## config.mk

```make
export PLATFORM = sky130hd
export DESIGN_NAME = res_top
export DESIGN_NICKNAME = d
export VERILOG_FILES = /design/src/rtl/res_pkg.sv /design/src/rtl/res_mark_in.sv /design/src/rtl/res_pulse_out.sv /design/src/rtl/res_top.sv
export VERILOG_INCLUDE_DIRS = /design/src /design/src/rtl
export SDC_FILE = /design/constraint.sdc
export NUM_CORES = 1
export LEC_CHECK = 0
export ABC_AREA = 0
export BUFFER_PORTS_ARGS = -buffer_cell sky130_fd_sc_hd__buf_2
export CAP_MARGIN = 25
export CORE_ASPECT_RATIO = 1.75
export CORE_MARGIN = 5
export CORE_UTILIZATION = 43
export CTS_CLUSTER_DIAMETER = 200
export DETAILED_ROUTE_END_ITERATION = 8
export PLACE_DENSITY_LB_ADDON = 0.15
export SLEW_MARGIN = 25
export SYNTH_ARGS = -nofsm -noshare
export SYNTH_HDL_FRONTEND = slang
export SYNTH_SLANG_ARGS = --single-unit
```

## constraint.sdc

```tcl
create_clock -name I_CLOCK -period 7.8 [get_ports I_CLOCK]
set_input_delay 0.39 -clock I_CLOCK [delete_from_list [all_inputs] [get_ports I_CLOCK]]
set_output_delay 0.39 -clock I_CLOCK [all_outputs]
set_load 0.01 [all_outputs]
```

## src/rtl/res_cfg.svh

```systemverilog
/*
   Named constants for the receiver status and event strobe block: register offsets,
   field positions, reset values and timing figures.
   Assumes inclusion by bare name from the package and the design modules.
*/
`ifndef RES_CFG_SVH
`define RES_CFG_SVH

// timing
`define RES_CLK_PERIOD_NS 50
`define RES_MARK_MIN_NS 150
`define RES_MARK_QUAL_CYC ((`RES_MARK_MIN_NS + `RES_CLK_PERIOD_NS - 1) / `RES_CLK_PERIOD_NS)
`define RES_REBOOT_NS 100000
`define RES_REBOOT_CYC (`RES_REBOOT_NS / `RES_CLK_PERIOD_NS)
`define RES_MARK_CNT_W 8
`define RES_HALF_W 24

// register offsets (byte addresses)
`define RES_OFS_CTRL 8'h00
`define RES_OFS_STATUS 8'h04
`define RES_OFS_MARK_POL 8'h08
`define RES_OFS_OUT_POL 8'h0C
`define RES_OFS_IRQ_STATUS 8'h20
`define RES_OFS_IRQ_MASK 8'h24
`define RES_PAGE_HALF 4'h1
`define RES_PAGE_MARK_TIME 4'h3

// address fields
`define RES_ADDR_PAGE 7:4
`define RES_ADDR_WORD 3:2
`define RES_ADDR_BYTE 1:0
`define RES_ADDR_ALIGNED 2'h0

// status and per-channel fields
`define RES_STATUS_FIELD 5:0
`define RES_CH_FIELD 3:0

// control register fields
`define RES_CTRL_BOOT_DONE 0
`define RES_CTRL_FATAL 1
`define RES_CTRL_ERROR 2
`define RES_CTRL_SOLUTION 3

// interrupt status fields: bits 3..0 marks, bit 4 error entry
`define RES_IRQ_ERR 4
`define RES_IRQ_W 5

// reset values: polarity 0 = active low
`define RES_MARK_POL_RST 4'h0
`define RES_OUT_POL_RST 4'h0
`define RES_HALF_RST 24'h000000

`endif

```

## src/rtl/res_pkg.sv

```systemverilog
/*
   Types shared by the receiver status and event strobe design.
   Assumes res_cfg.svh supplies the widths.
*/
`include "res_cfg.svh"

package res_pkg;

   typedef enum logic [2:0]
   {
      RES_BOOT = 3'h1,
      RES_RUN = 3'h2,
      RES_REBOOT = 3'h4
   } res_sys_state_type;

   typedef struct packed
   {
      logic error;
      logic ready;
      logic pos_valid;
   } res_strobes_type;

   typedef struct packed
   {
      logic sync1;
      logic sync2;
      logic [`RES_MARK_CNT_W-1:0] cnt;
      logic fired;
      logic event_out;
   } res_mark_state_type;

   typedef struct packed
   {
      logic [`RES_HALF_W-1:0] cnt;
      logic level;
      logic pin;
   } res_pulse_state_type;

   typedef struct packed
   {
      res_sys_state_type state;
      logic [31:0] reboot_cnt;
      logic err_lvl;
      logic sol_lvl;
      logic [3:0] mark_pol;
      logic [3:0] out_pol;
      logic [3:0][`RES_HALF_W-1:0] half;
      logic [`RES_IRQ_W-1:0] irq_st;
      logic [`RES_IRQ_W-1:0] irq_mask;
      logic [31:0] stamp;
      logic [3:0][31:0] mark_time;
      res_strobes_type strobes;
      logic irq;
      logic pready;
      logic pslverr;
      logic [31:0] prdata;
   } res_top_state_type;

endpackage : res_pkg

```

## src/rtl/res_mark_in.sv

```systemverilog
/*
   One event mark input: two-flop synchroniser, polarity select, qualified leading edge.
   Assumes an asynchronous pin and a single system clock.
*/
`timescale 1ns/1ps
`include "res_cfg.svh"

module res_mark_in #(
   parameter int QUAL_CYCLES = `RES_MARK_QUAL_CYC
) (
   input wire logic i_clk,
   input wire logic i_arst_n,
   input wire logic i_pin,
   input wire logic i_active_high,
   output logic o_event
);

   res_pkg::res_mark_state_type r_reg;
   res_pkg::res_mark_state_type r_next;
   logic active;

   always_comb
   begin
      r_next = r_reg;
      r_next.sync1 = i_pin;
      r_next.sync2 = r_reg.sync1;
      r_next.event_out = 1'b0;
      active = i_active_high ? r_reg.sync2 : ~r_reg.sync2;
      if (!active)
      begin
         r_next.cnt = '0;
         r_next.fired = 1'b0;
      end
      else if (!r_reg.fired)
      begin
         // counts cycles in the active level; a shorter glitch never reaches the limit
         if (r_reg.cnt >= `RES_MARK_CNT_W'(QUAL_CYCLES - 1))
         begin
            r_next.event_out = 1'b1;
            r_next.fired = 1'b1;
         end
         else
         begin
            r_next.cnt = r_reg.cnt + `RES_MARK_CNT_W'(1);
         end
      end
   end

   // fired starts set so a level already active at reset is not taken as an edge
   always_ff @(posedge i_clk or negedge i_arst_n)
   begin
      if (!i_arst_n)
      begin
         r_reg <= '{sync1: 1'b0, sync2: 1'b0, cnt: '0, fired: 1'b1, event_out: 1'b0};
      end
      else
      begin
         r_reg <= r_next;
      end
   end

   assign o_event = r_reg.event_out;

endmodule : res_mark_in

```

## src/rtl/res_pulse_out.sv

```systemverilog
/*
   One programmable-frequency event output: toggles every half period, polarity select.
   Assumes a single system clock; highest rate is half the clock rate.
*/
`timescale 1ns/1ps
`include "res_cfg.svh"

module res_pulse_out (
   input wire logic i_clk,
   input wire logic i_arst_n,
   input wire logic [`RES_HALF_W-1:0] i_half,
   input wire logic i_active_high,
   output logic o_pin
);

   res_pkg::res_pulse_state_type r_reg;
   res_pkg::res_pulse_state_type r_next;

   always_comb
   begin
      r_next = r_reg;
      if (i_half == `RES_HALF_RST)
      begin
         // zero half period means 0 Hz: output rests inactive
         r_next.cnt = '0;
         r_next.level = 1'b0;
      end
      else if (r_reg.cnt >= i_half - `RES_HALF_W'(1))
      begin
         r_next.cnt = '0;
         r_next.level = ~r_reg.level;
      end
      else
      begin
         r_next.cnt = r_reg.cnt + `RES_HALF_W'(1);
      end
      r_next.pin = i_active_high ? r_next.level : ~r_next.level;
   end

   // pin resets high: inactive for the default active-low sense
   always_ff @(posedge i_clk or negedge i_arst_n)
   begin
      if (!i_arst_n)
      begin
         r_reg <= '{cnt: '0, level: 1'b0, pin: 1'b1};
      end
      else
      begin
         r_reg <= r_next;
      end
   end

   assign o_pin = r_reg.pin;

endmodule : res_pulse_out

```

## src/rtl/res_top.sv

```systemverilog
/*
   Receiver status and event strobe block: error, command-ready and position-valid
   strobes, four event mark inputs with time logs, four timed pulse outputs, APB slave.
   Assumes one 20 MHz clock, asynchronous active-low reset and firmware driving CTRL.
*/
// How it works
// - the error strobe is low normally and high while the receiver is in an error state.
// - each mark input fires on its leading edge after at least 150 ns and logs time.
// - mark inputs sense active low after reset, polarity set per input by software.
// - pulse outputs are active low after reset, with a programmable half period.
// - the command-ready strobe is high while the receiver accepts commands.
// - command-ready stays low through boot and through any reset.
// - a recoverable error raises the error strobe while command-ready stays high.
// - when the error strobe rises the position-valid strobe is forced low.
// - a fatal error reboots with all three strobes low until restart completes.
// - position-valid is high only while a valid solution is available.
`timescale 1ns/1ps
`include "res_cfg.svh"

module res_top #(
   parameter int REBOOT_CYCLES = `RES_REBOOT_CYC,
   parameter int QUAL_CYCLES = `RES_MARK_QUAL_CYC
) (
   input wire logic I_CLOCK,
   input wire logic I_ARST_N,
   input wire logic I_PSEL,
   input wire logic I_PENABLE,
   input wire logic I_PWRITE,
   input wire logic [7:0] I_PADDR,
   input wire logic [31:0] I_PWDATA,
   output logic O_PREADY,
   output logic O_PSLVERR,
   output logic [31:0] O_PRDATA,
   input wire logic [3:0] I_EVENT_MARK_INPUT,
   output logic [3:0] O_TIMED_PULSE_OUTPUT,
   output logic O_ERROR,
   output logic O_COMMAND_READY_FLAG,
   output logic O_POS_VALID,
   output logic O_IRQ
);

   res_pkg::res_top_state_type r_reg;
   res_pkg::res_top_state_type r_next;
   logic [3:0] mark_event;
   logic access;
   logic commit;
   logic wr;
   logic boot_done;
   logic fatal;
   logic err_rise;
   logic [`RES_IRQ_W-1:0] hw_set;
   logic running;
   logic [1:0] word_idx;
   logic sel_ctrl;
   logic sel_status;
   logic sel_mark_pol;
   logic sel_out_pol;
   logic sel_irq_st;
   logic sel_irq_mask;
   logic sel_half;
   logic sel_mark_time;

   // one decode feeds both the read and the write path,
   // so the two address maps cannot drift apart
   assign word_idx = I_PADDR[`RES_ADDR_WORD];
   assign sel_ctrl = (I_PADDR == `RES_OFS_CTRL);
   assign sel_status = (I_PADDR == `RES_OFS_STATUS);
   assign sel_mark_pol = (I_PADDR == `RES_OFS_MARK_POL);
   assign sel_out_pol = (I_PADDR == `RES_OFS_OUT_POL);
   assign sel_irq_st = (I_PADDR == `RES_OFS_IRQ_STATUS);
   assign sel_irq_mask = (I_PADDR == `RES_OFS_IRQ_MASK);
   assign sel_half = (I_PADDR[`RES_ADDR_PAGE] == `RES_PAGE_HALF)
      && (I_PADDR[`RES_ADDR_BYTE] == `RES_ADDR_ALIGNED);
   assign sel_mark_time = (I_PADDR[`RES_ADDR_PAGE] == `RES_PAGE_MARK_TIME)
      && (I_PADDR[`RES_ADDR_BYTE] == `RES_ADDR_ALIGNED);

   // four independent channels; nothing is shared between them
   for (genvar g = 0; g < 4; g++)
   begin : g_ch
      res_mark_in #(
         .QUAL_CYCLES(QUAL_CYCLES)
      ) u_mark (
         .i_clk(I_CLOCK),
         .i_arst_n(I_ARST_N),
         .i_pin(I_EVENT_MARK_INPUT[g]),
         .i_active_high(r_reg.mark_pol[g]),
         .o_event(mark_event[g])
      );
      res_pulse_out u_pulse (
         .i_clk(I_CLOCK),
         .i_arst_n(I_ARST_N),
         .i_half(r_reg.half[g]),
         .i_active_high(r_reg.out_pol[g]),
         .o_pin(O_TIMED_PULSE_OUTPUT[g])
      );
   end

   always_comb
   begin
      r_next = r_reg;
      r_next.pready = 1'b0;
      r_next.pslverr = 1'b0;
      // free-running stamp wraps silently; software must allow for the wrap
      r_next.stamp = r_reg.stamp + 32'h00000001;
      // two-cycle access: pready is registered, the write lands on the pready edge
      access = I_PSEL & I_PENABLE & ~r_reg.pready;
      commit = I_PSEL & I_PENABLE & r_reg.pready;
      wr = commit & I_PWRITE;
      boot_done = 1'b0;
      fatal = 1'b0;
      err_rise = 1'b0;
      hw_set = '0;
      running = 1'b0;

      if (access)
      begin
         r_next.pready = 1'b1;
         r_next.prdata = 32'h00000000;
         if (sel_ctrl)
         begin
            r_next.prdata[`RES_CTRL_ERROR] = r_reg.err_lvl;
            r_next.prdata[`RES_CTRL_SOLUTION] = r_reg.sol_lvl;
         end
         else if (sel_status)
         begin
            r_next.prdata[`RES_STATUS_FIELD] = {r_reg.state, r_reg.strobes};
         end
         else if (sel_mark_pol)
         begin
            r_next.prdata[`RES_CH_FIELD] = r_reg.mark_pol;
         end
         else if (sel_out_pol)
         begin
            r_next.prdata[`RES_CH_FIELD] = r_reg.out_pol;
         end
         else if (sel_irq_st)
         begin
            r_next.prdata[`RES_IRQ_W-1:0] = r_reg.irq_st;
         end
         else if (sel_irq_mask)
         begin
            r_next.prdata[`RES_IRQ_W-1:0] = r_reg.irq_mask;
         end
         else if (sel_half)
         begin
            r_next.prdata[`RES_HALF_W-1:0] = r_reg.half[word_idx];
         end
         else if (sel_mark_time)
         begin
            r_next.prdata = r_reg.mark_time[word_idx];
         end
         else
         begin
            // unmapped or misaligned: error answer, nothing changes
            r_next.pslverr = 1'b1;
         end
      end
      else if (commit)
      begin
         // the master takes the word at this edge; no stale word is left on the bus
         r_next.prdata = 32'h00000000;
      end

      // a write lands only on the completing edge, never after an error answer
      if (wr && !r_reg.pslverr)
      begin
         if (sel_ctrl)
         begin
            // boot_done and fatal are pulses: they act on this edge only
            boot_done = I_PWDATA[`RES_CTRL_BOOT_DONE];
            fatal = I_PWDATA[`RES_CTRL_FATAL];
            err_rise = I_PWDATA[`RES_CTRL_ERROR] & ~r_reg.err_lvl;
            r_next.err_lvl = I_PWDATA[`RES_CTRL_ERROR];
            r_next.sol_lvl = I_PWDATA[`RES_CTRL_SOLUTION];
         end
         else if (sel_mark_pol)
         begin
            r_next.mark_pol = I_PWDATA[`RES_CH_FIELD];
         end
         else if (sel_out_pol)
         begin
            r_next.out_pol = I_PWDATA[`RES_CH_FIELD];
         end
         else if (sel_irq_st)
         begin
            r_next.irq_st = r_reg.irq_st & ~I_PWDATA[`RES_IRQ_W-1:0];
         end
         else if (sel_irq_mask)
         begin
            r_next.irq_mask = I_PWDATA[`RES_IRQ_W-1:0];
         end
         else if (sel_half)
         begin
            r_next.half[word_idx] = I_PWDATA[`RES_HALF_W-1:0];
         end
      end

      // entering an error drops the solution; firmware must re-assert it afterwards
      if (err_rise)
      begin
         r_next.sol_lvl = 1'b0;
         hw_set[`RES_IRQ_ERR] = 1'b1;
      end

      for (int i = 0; i < 4; i++)
      begin
         if (mark_event[i])
         begin
            r_next.mark_time[i] = r_reg.stamp;
            hw_set[i] = 1'b1;
         end
      end
      // a hardware event in the clearing cycle survives the clear
      r_next.irq_st = r_next.irq_st | hw_set;

      // boot and reboot override firmware's levels so a stale error cannot show through
      case (r_reg.state)
         res_pkg::RES_BOOT:
         begin
            r_next.err_lvl = 1'b0;
            r_next.sol_lvl = 1'b0;
            if (boot_done)
            begin
               r_next.state = res_pkg::RES_RUN;
            end
         end
         res_pkg::RES_RUN:
         begin
            if (fatal)
            begin
               r_next.state = res_pkg::RES_REBOOT;
               r_next.reboot_cnt = 32'h00000000;
               r_next.err_lvl = 1'b0;
               r_next.sol_lvl = 1'b0;
            end
         end
         res_pkg::RES_REBOOT:
         begin
            // the counter runs only here, so its width only bounds REBOOT_CYCLES
            r_next.err_lvl = 1'b0;
            r_next.sol_lvl = 1'b0;
            r_next.reboot_cnt = r_reg.reboot_cnt + 32'h00000001;
            if (r_reg.reboot_cnt >= 32'(REBOOT_CYCLES - 1))
            begin
               r_next.state = res_pkg::RES_BOOT;
            end
         end
         default:
         begin
            r_next.state = res_pkg::RES_BOOT;
         end
      endcase

      running = (r_next.state == res_pkg::RES_RUN);
      // ready stays up through recoverable errors; only boot and reboot drop it
      r_next.strobes.ready = running;
      r_next.strobes.error = running & r_next.err_lvl;
      r_next.strobes.pos_valid = running & r_next.sol_lvl
         & ~r_next.err_lvl;
      r_next.irq = |(r_next.irq_st & r_next.irq_mask);
   end

   // all state resets at once; strobes come out low so command-ready is down at release
   always_ff @(posedge I_CLOCK or negedge I_ARST_N)
   begin
      if (!I_ARST_N)
      begin
         r_reg <= '{
            state: res_pkg::RES_BOOT,
            reboot_cnt: 32'h00000000,
            err_lvl: 1'b0,
            sol_lvl: 1'b0,
            mark_pol: `RES_MARK_POL_RST,
            out_pol: `RES_OUT_POL_RST,
            half: '0,
            irq_st: '0,
            irq_mask: '0,
            stamp: 32'h00000000,
            mark_time: '0,
            strobes: '0,
            irq: 1'b0,
            pready: 1'b0,
            pslverr: 1'b0,
            prdata: 32'h00000000
         };
      end
      else
      begin
         r_reg <= r_next;
      end
   end

   assign O_PREADY = r_reg.pready;
   assign O_PSLVERR = r_reg.pslverr;
   assign O_PRDATA = r_reg.prdata;
   assign O_ERROR = r_reg.strobes.error;
   assign O_COMMAND_READY_FLAG = r_reg.strobes.ready;
   assign O_POS_VALID = r_reg.strobes.pos_valid;
   assign O_IRQ = r_reg.irq;

endmodule : res_top

```

==> impl.org <==
** Outcome
- Status :: completed

** Drt
- In the final routing, the length of wire on met1 measures 26,300 um.
- Detailed routing placed a total of 36,500 um of wire on met2.
- Before antenna repair, the detailed router went through 5 iterations.
- Vias per cell :: 5.67
- In this run the remaining antenna-violating nets after routing total 0.
- In the final routed layout, each cell accounts on average for 21.2 um.
- Final Routed Wirelength :: 68,400 um
- Remaining routing DRC violations :: 0
- The detailed router placed 18,200 vias in this run.
- The highest metal layer carrying signal wires in the routed design is met4.
- The first routing iteration left 793 violations.
- Met3 WL post-DR :: 2310 um

** Yosys
- Yosys mapped a number of flops with a built-in enable equal to 0.
- Post-synthesis sequential element count :: 501
- Number of nets in the synthesized netlist :: 2,510
- Synthesis instantiated 67 different standard cells from the library.
- Sequential share of the synthesized area :: 0.476
- Mean post-synth cell area :: 11.3 sq um
- Number of standard cells after synthesis :: 2,343
- Of the post-synthesis cell area, the dominant cell type holds 0.467.
- Most instantiated flip-flop cell in the synthesis netlist :: sky130_fd_sc_hd__dfrtp_1
- The mapped netlist covers 26,400 sq um.
- Of all cell types, the one taking the most synthesized area is sky130_fd_sc_hd__dfrtp_1.
- By area the synthesized netlist is led by sky130_fd_sc_hd__dfrtp_1, sky130_fd_sc_hd__mux2_2, sky130_fd_sc_hd__ha_1, sky130_fd_sc_hd__mux4_2, sky130_fd_sc_hd__xnor2_1.
- The Yosys step of the flow raised 0 warnings.
- In the synthesized netlist the async set-or-reset flop fraction comes to 1.00.

** Place
- The count of buffers added on input and output ports is 82.
- Global placer's final weighted congestion :: 0.849
- Detailed placement finished with a half-perimeter wire length of 49,600 um.

** Setup path
- In this run the critical register-to-register path is captured at g_ch[0].u_pulse.o_pin.
- Worst r2r path cells :: 12
- Critical path's most frequent cell :: sky130_fd_sc_hd__nor4_1
- Data on the critical path is required at its endpoint by 8.29 ns.
- Crit Path Category :: flip-flop to flip-flop
- CP peak stage delay :: 0.71 ns
- Data on the critical path arrives at its endpoint at 5.10 ns.
- Category of the worst setup path capture point :: flip-flop
- Of all nets on the critical path, the largest fanout is 24.
- Sort of element at the start of the critical path :: flip-flop
- The setup check on the worst reg-to-reg path leaves a slack of 3.19 ns.
- The critical path goes through nor4_1 -> and3_1 -> nand2_1 -> nor4_1 -> xnor2_1 -> ha_1 -> nand4_1 -> nor4_1 -> o311a_1 -> nor3_1 -> nand2_1 -> o311ai_0.
- On the critical path, the stage with the largest delay is an instance of sky130_fd_sc_hd__nor4_1.

** Hold path
- Worst hold path depth :: 2
- Origin of the worst min-delay path :: I_PWDATA[23]
- Min-Delay Path Class :: primary input to flip-flop

** Floorplanning
- Die extent in y :: 338 um
- Area of the placeable core :: 61,000 sq um
- For this configuration, the core starts out at a cell density of 0.433.
- The die covers 66,600 sq um.
- Number of standard-cell rows in the floorplan :: 120
- Die width :: 197 um
- Boundary pin count :: 91

** Timing
- Final Cycle Share :: 0.590
- Final hold slack :: 0.0773 ns
- Sum Neg Setup Slack :: 0 ns
- For this run, the top clock speed supported by timing is 217 MHz.
- Period minus WS final :: 4.61 ns
- Setup violations remaining at the end of the flow were counted as 0.
- Headroom to the max-slew limit :: 0.346
- The count of pins over their slew limit was 0.
- Tightest Pin Transition :: 0.979 ns
- The hold violation total from the final report was 0.
- Unrepaired setup endpoints after global routing :: no
- Clock skew :: 0.0176 ns

** Global routing
- Entering global routing, the biggest net connects 191 pins.
- The initial antenna violation count is 4.
- First-pass GRT wire length :: 108,000 um
- GRT Total Usage :: 0.206
- Via count of the first global-routing pass :: 19,200
- Grt ovf :: 0

** Clocking
- TritonCTS built the clock tree.
- Clock latency of the later-clocked register in the worst-skew pair :: 0.61 ns
- Cts repair resizes :: 0
- Clock slew at reported path FFs :: 0.06 ns
- Clock buffer count from CTS :: 50
- The H-tree was split into 2 levels.
- Total number of clock tree sinks :: 501
- The tree is rooted in a sky130_fd_sc_hd__clkbuf_16.
- Deepest clock path buffer count :: 3

** Cells and area
- Growth of design area from synthesis to finish :: 11.0%
- After the last flow step, the layout net total stands at 2,548.
- Fraction of layout instances using a drive strength above 1 :: 0.214

** Flow run
- Across the run, the number of max-cap violations was 0.

** Power
- Cell-internal power :: 4.61 mW
- Net switching power :: 1.53 mW
- The share of total power dissipated in sequential elements is 0.453.
- Of the total power, the share spent switching nets is 0.249.
- The analysis attributes to cell leakage a power of 13.8 nW.
- Combinational share of power :: 0.111
- Across the VDD grid, the largest voltage drop is 0.000188 V.
- Clock network fraction of total power :: 0.436
- Pwr per Cell Area :: 210 nW/um^2
[what timing repair did]
| item | in CTS | in global routing |
|---|---|---|
| endpoints found under the hold margin | 76 | 0 |
| buffers inserted | 0 | 0 |
| hold buffers | 5 | 0 |
[synth_stat cells (12+ instances only)]
cell type                  number
sky130_fd_sc_hd__dfrtp_1      492
sky130_fd_sc_hd__mux2_2       243
sky130_fd_sc_hd__nor2_1       196
sky130_fd_sc_hd__nand2_1      159
sky130_fd_sc_hd__xnor2_1      123
sky130_fd_sc_hd__ha_1         118
sky130_fd_sc_hd__nand3_1      101
sky130_fd_sc_hd__xor2_1        94
sky130_fd_sc_hd__nor3_1        90
sky130_fd_sc_hd__o21ai_0       80
sky130_fd_sc_hd__clkbuf_1      67
sky130_fd_sc_hd__mux4_2        56
sky130_fd_sc_hd__nand4_1       49
sky130_fd_sc_hd__nor4_1        42
sky130_fd_sc_hd__a21oi_1       40
sky130_fd_sc_hd__and3_1        36
sky130_fd_sc_hd__buf_4         36
sky130_fd_sc_hd__inv_1         33
sky130_fd_sc_hd__and2_1        31
sky130_fd_sc_hd__mux2i_1       26
sky130_fd_sc_hd__a211oi_1      20
sky130_fd_sc_hd__nand2b_1      19
sky130_fd_sc_hd__and4_1        16
sky130_fd_sc_hd__or3_1         14
sky130_fd_sc_hd__or4_1         13
sky130_fd_sc_hd__buf_1         12
[power by group through the flow]
stage / Clock [mW] / Combinational, mW / Sequential (mW)
detailed placement: 0 / 0.696 / 2.83
floorplan: 0 / 0.481 / 2.81
global route: 2.84 / 0.758 / 2.79
CTS: 2.76 / 0.700 / 2.78
finish: 2.67 / 0.684 / 2.78
global placement: 0 / 0.681 / 2.82
[cells in the final DEF (no fill, tap or decap), types with 9 or more instances in the layout]
| master | instances |
|---|---|
| sky130_fd_sc_hd__nand3_1 | 101 |
| sky130_fd_sc_hd__mux2_2 | 243 |
| sky130_fd_sc_hd__a211oi_1 | 20 |
| sky130_fd_sc_hd__and4_1 | 16 |
| sky130_fd_sc_hd__clkinv_2 | 10 |
| sky130_fd_sc_hd__nor4_1 | 42 |
| sky130_fd_sc_hd__and3_1 | 36 |
| sky130_fd_sc_hd__nor2_1 | 195 |
| sky130_fd_sc_hd__mux2i_1 | 26 |
| sky130_fd_sc_hd__or4_1 | 13 |
| sky130_fd_sc_hd__clkbuf_16 | 50 |
| sky130_fd_sc_hd__or3_1 | 14 |
| sky130_fd_sc_hd__mux4_2 | 56 |
| sky130_fd_sc_hd__dfrtp_1 | 492 |
| sky130_fd_sc_hd__nand2_1 | 158 |
| sky130_fd_sc_hd__nand4_1 | 49 |
| sky130_fd_sc_hd__o21ai_0 | 80 |
| sky130_fd_sc_hd__or2_2 | 10 |
| sky130_fd_sc_hd__nand2b_1 | 19 |
| sky130_fd_sc_hd__xor2_1 | 94 |
| sky130_fd_sc_hd__buf_4 | 17 |
| sky130_fd_sc_hd__ha_1 | 118 |
| sky130_fd_sc_hd__bufinv_16 | 10 |
| sky130_fd_sc_hd__inv_1 | 33 |
| sky130_fd_sc_hd__buf_2 | 80 |
| sky130_fd_sc_hd__xnor2_1 | 123 |
| sky130_fd_sc_hd__a21oi_1 | 40 |
| sky130_fd_sc_hd__and2_1 | 31 |
| sky130_fd_sc_hd__clkbuf_8 | 10 |
| sky130_fd_sc_hd__dfstp_2 | 9 |
| sky130_fd_sc_hd__nor3_1 | 88 |
| sky130_fd_sc_hd__a32o_1 | 10 |
| sky130_fd_sc_hd__o211ai_1 | 10 |
[metal layers]
| layer | vias up | track usage |
|---|---|---|
| met5 | - | 0 |
| met4 | 0 | 0.0921 |
| met3 | 117 | 0.0288 |
| met2 | 328 | 0.382 |
| met1 | 9282 | 0.234 |
| li1 | 8520 | - |
[per-stage QoR]
step	power (mW)	utilization	std cells	instance area (sq um)	setup WS [ns]
final	6.14	0.481	3219	29300	3.19
after global routing	6.39	0.480	3217	29300	2.85
after CTS	6.24	0.480	3215	29200	3.21
after detailed placement	3.53	0.449	3116	27400	3.22
after global placement	3.50	0.449	3116	27400	3.34
after floorplan	3.29	-	2343	26400	4.04
[area by class of cell]
type                            instances  area, sq um
Antenna cell                            3         7.51
Clock buffer                           67         1420
Clock inverter                         27          415
Fill cell                            5596        31700
Inverter                               34          128
Multi-Input combinational cell       1687        13100
Sequential cell                       501        12500
Tap cell                              793          992
Timing Repair Buffer                  107          672
[how the worst max path moves through the flow]
stage / startpoint / endpoint / slack [ns]
global route: flip-flop / g_ch[0].u_pulse.o_pin / 2.85
floorplan: flip-flop / g_ch[1].u_pulse.r_reg[10] / 4.04
global placement: flip-flop / g_ch[0].u_pulse.o_pin / 3.34
detailed placement: flip-flop / g_ch[0].u_pulse.o_pin / 3.22
CTS: flip-flop / g_ch[0].u_pulse.o_pin / 3.21
finish: flip-flop / g_ch[0].u_pulse.o_pin / 3.19
[worst max-delay path: cells and delay by family (launching register included)]
family / cells / cell delay [ns]
and+or+nand+nor: 8 / 3.04
adders and majority gates: 1 / 0.30
DFF: 1 / 0.47
AOI/OAI and AO/OA: 2 / 0.56
xor gates and xnor gates: 1 / 0.11
[kinds of logic (layout without fill, tap and decap cells)]
| logic type | count (synthesis) | after routing | share of synthesized area |
|---|---|---|---|
| simple gates | 803 | 803 | 0.152 |
| flops | 501 | 501 | 0.476 |
| mux | 325 | 325 | 0.161 |
| compound gates | 224 | 224 | 0.0550 |
| xor+xnor | 217 | 217 | 0.0721 |
| buf+inv | 155 | 235 | 0.0277 |
| fa+ha+maj | 118 | 118 | 0.0560 |
| other cells | 0 | 3 | 0 |
Note: power is estimated with default switching activity, not from simulation.
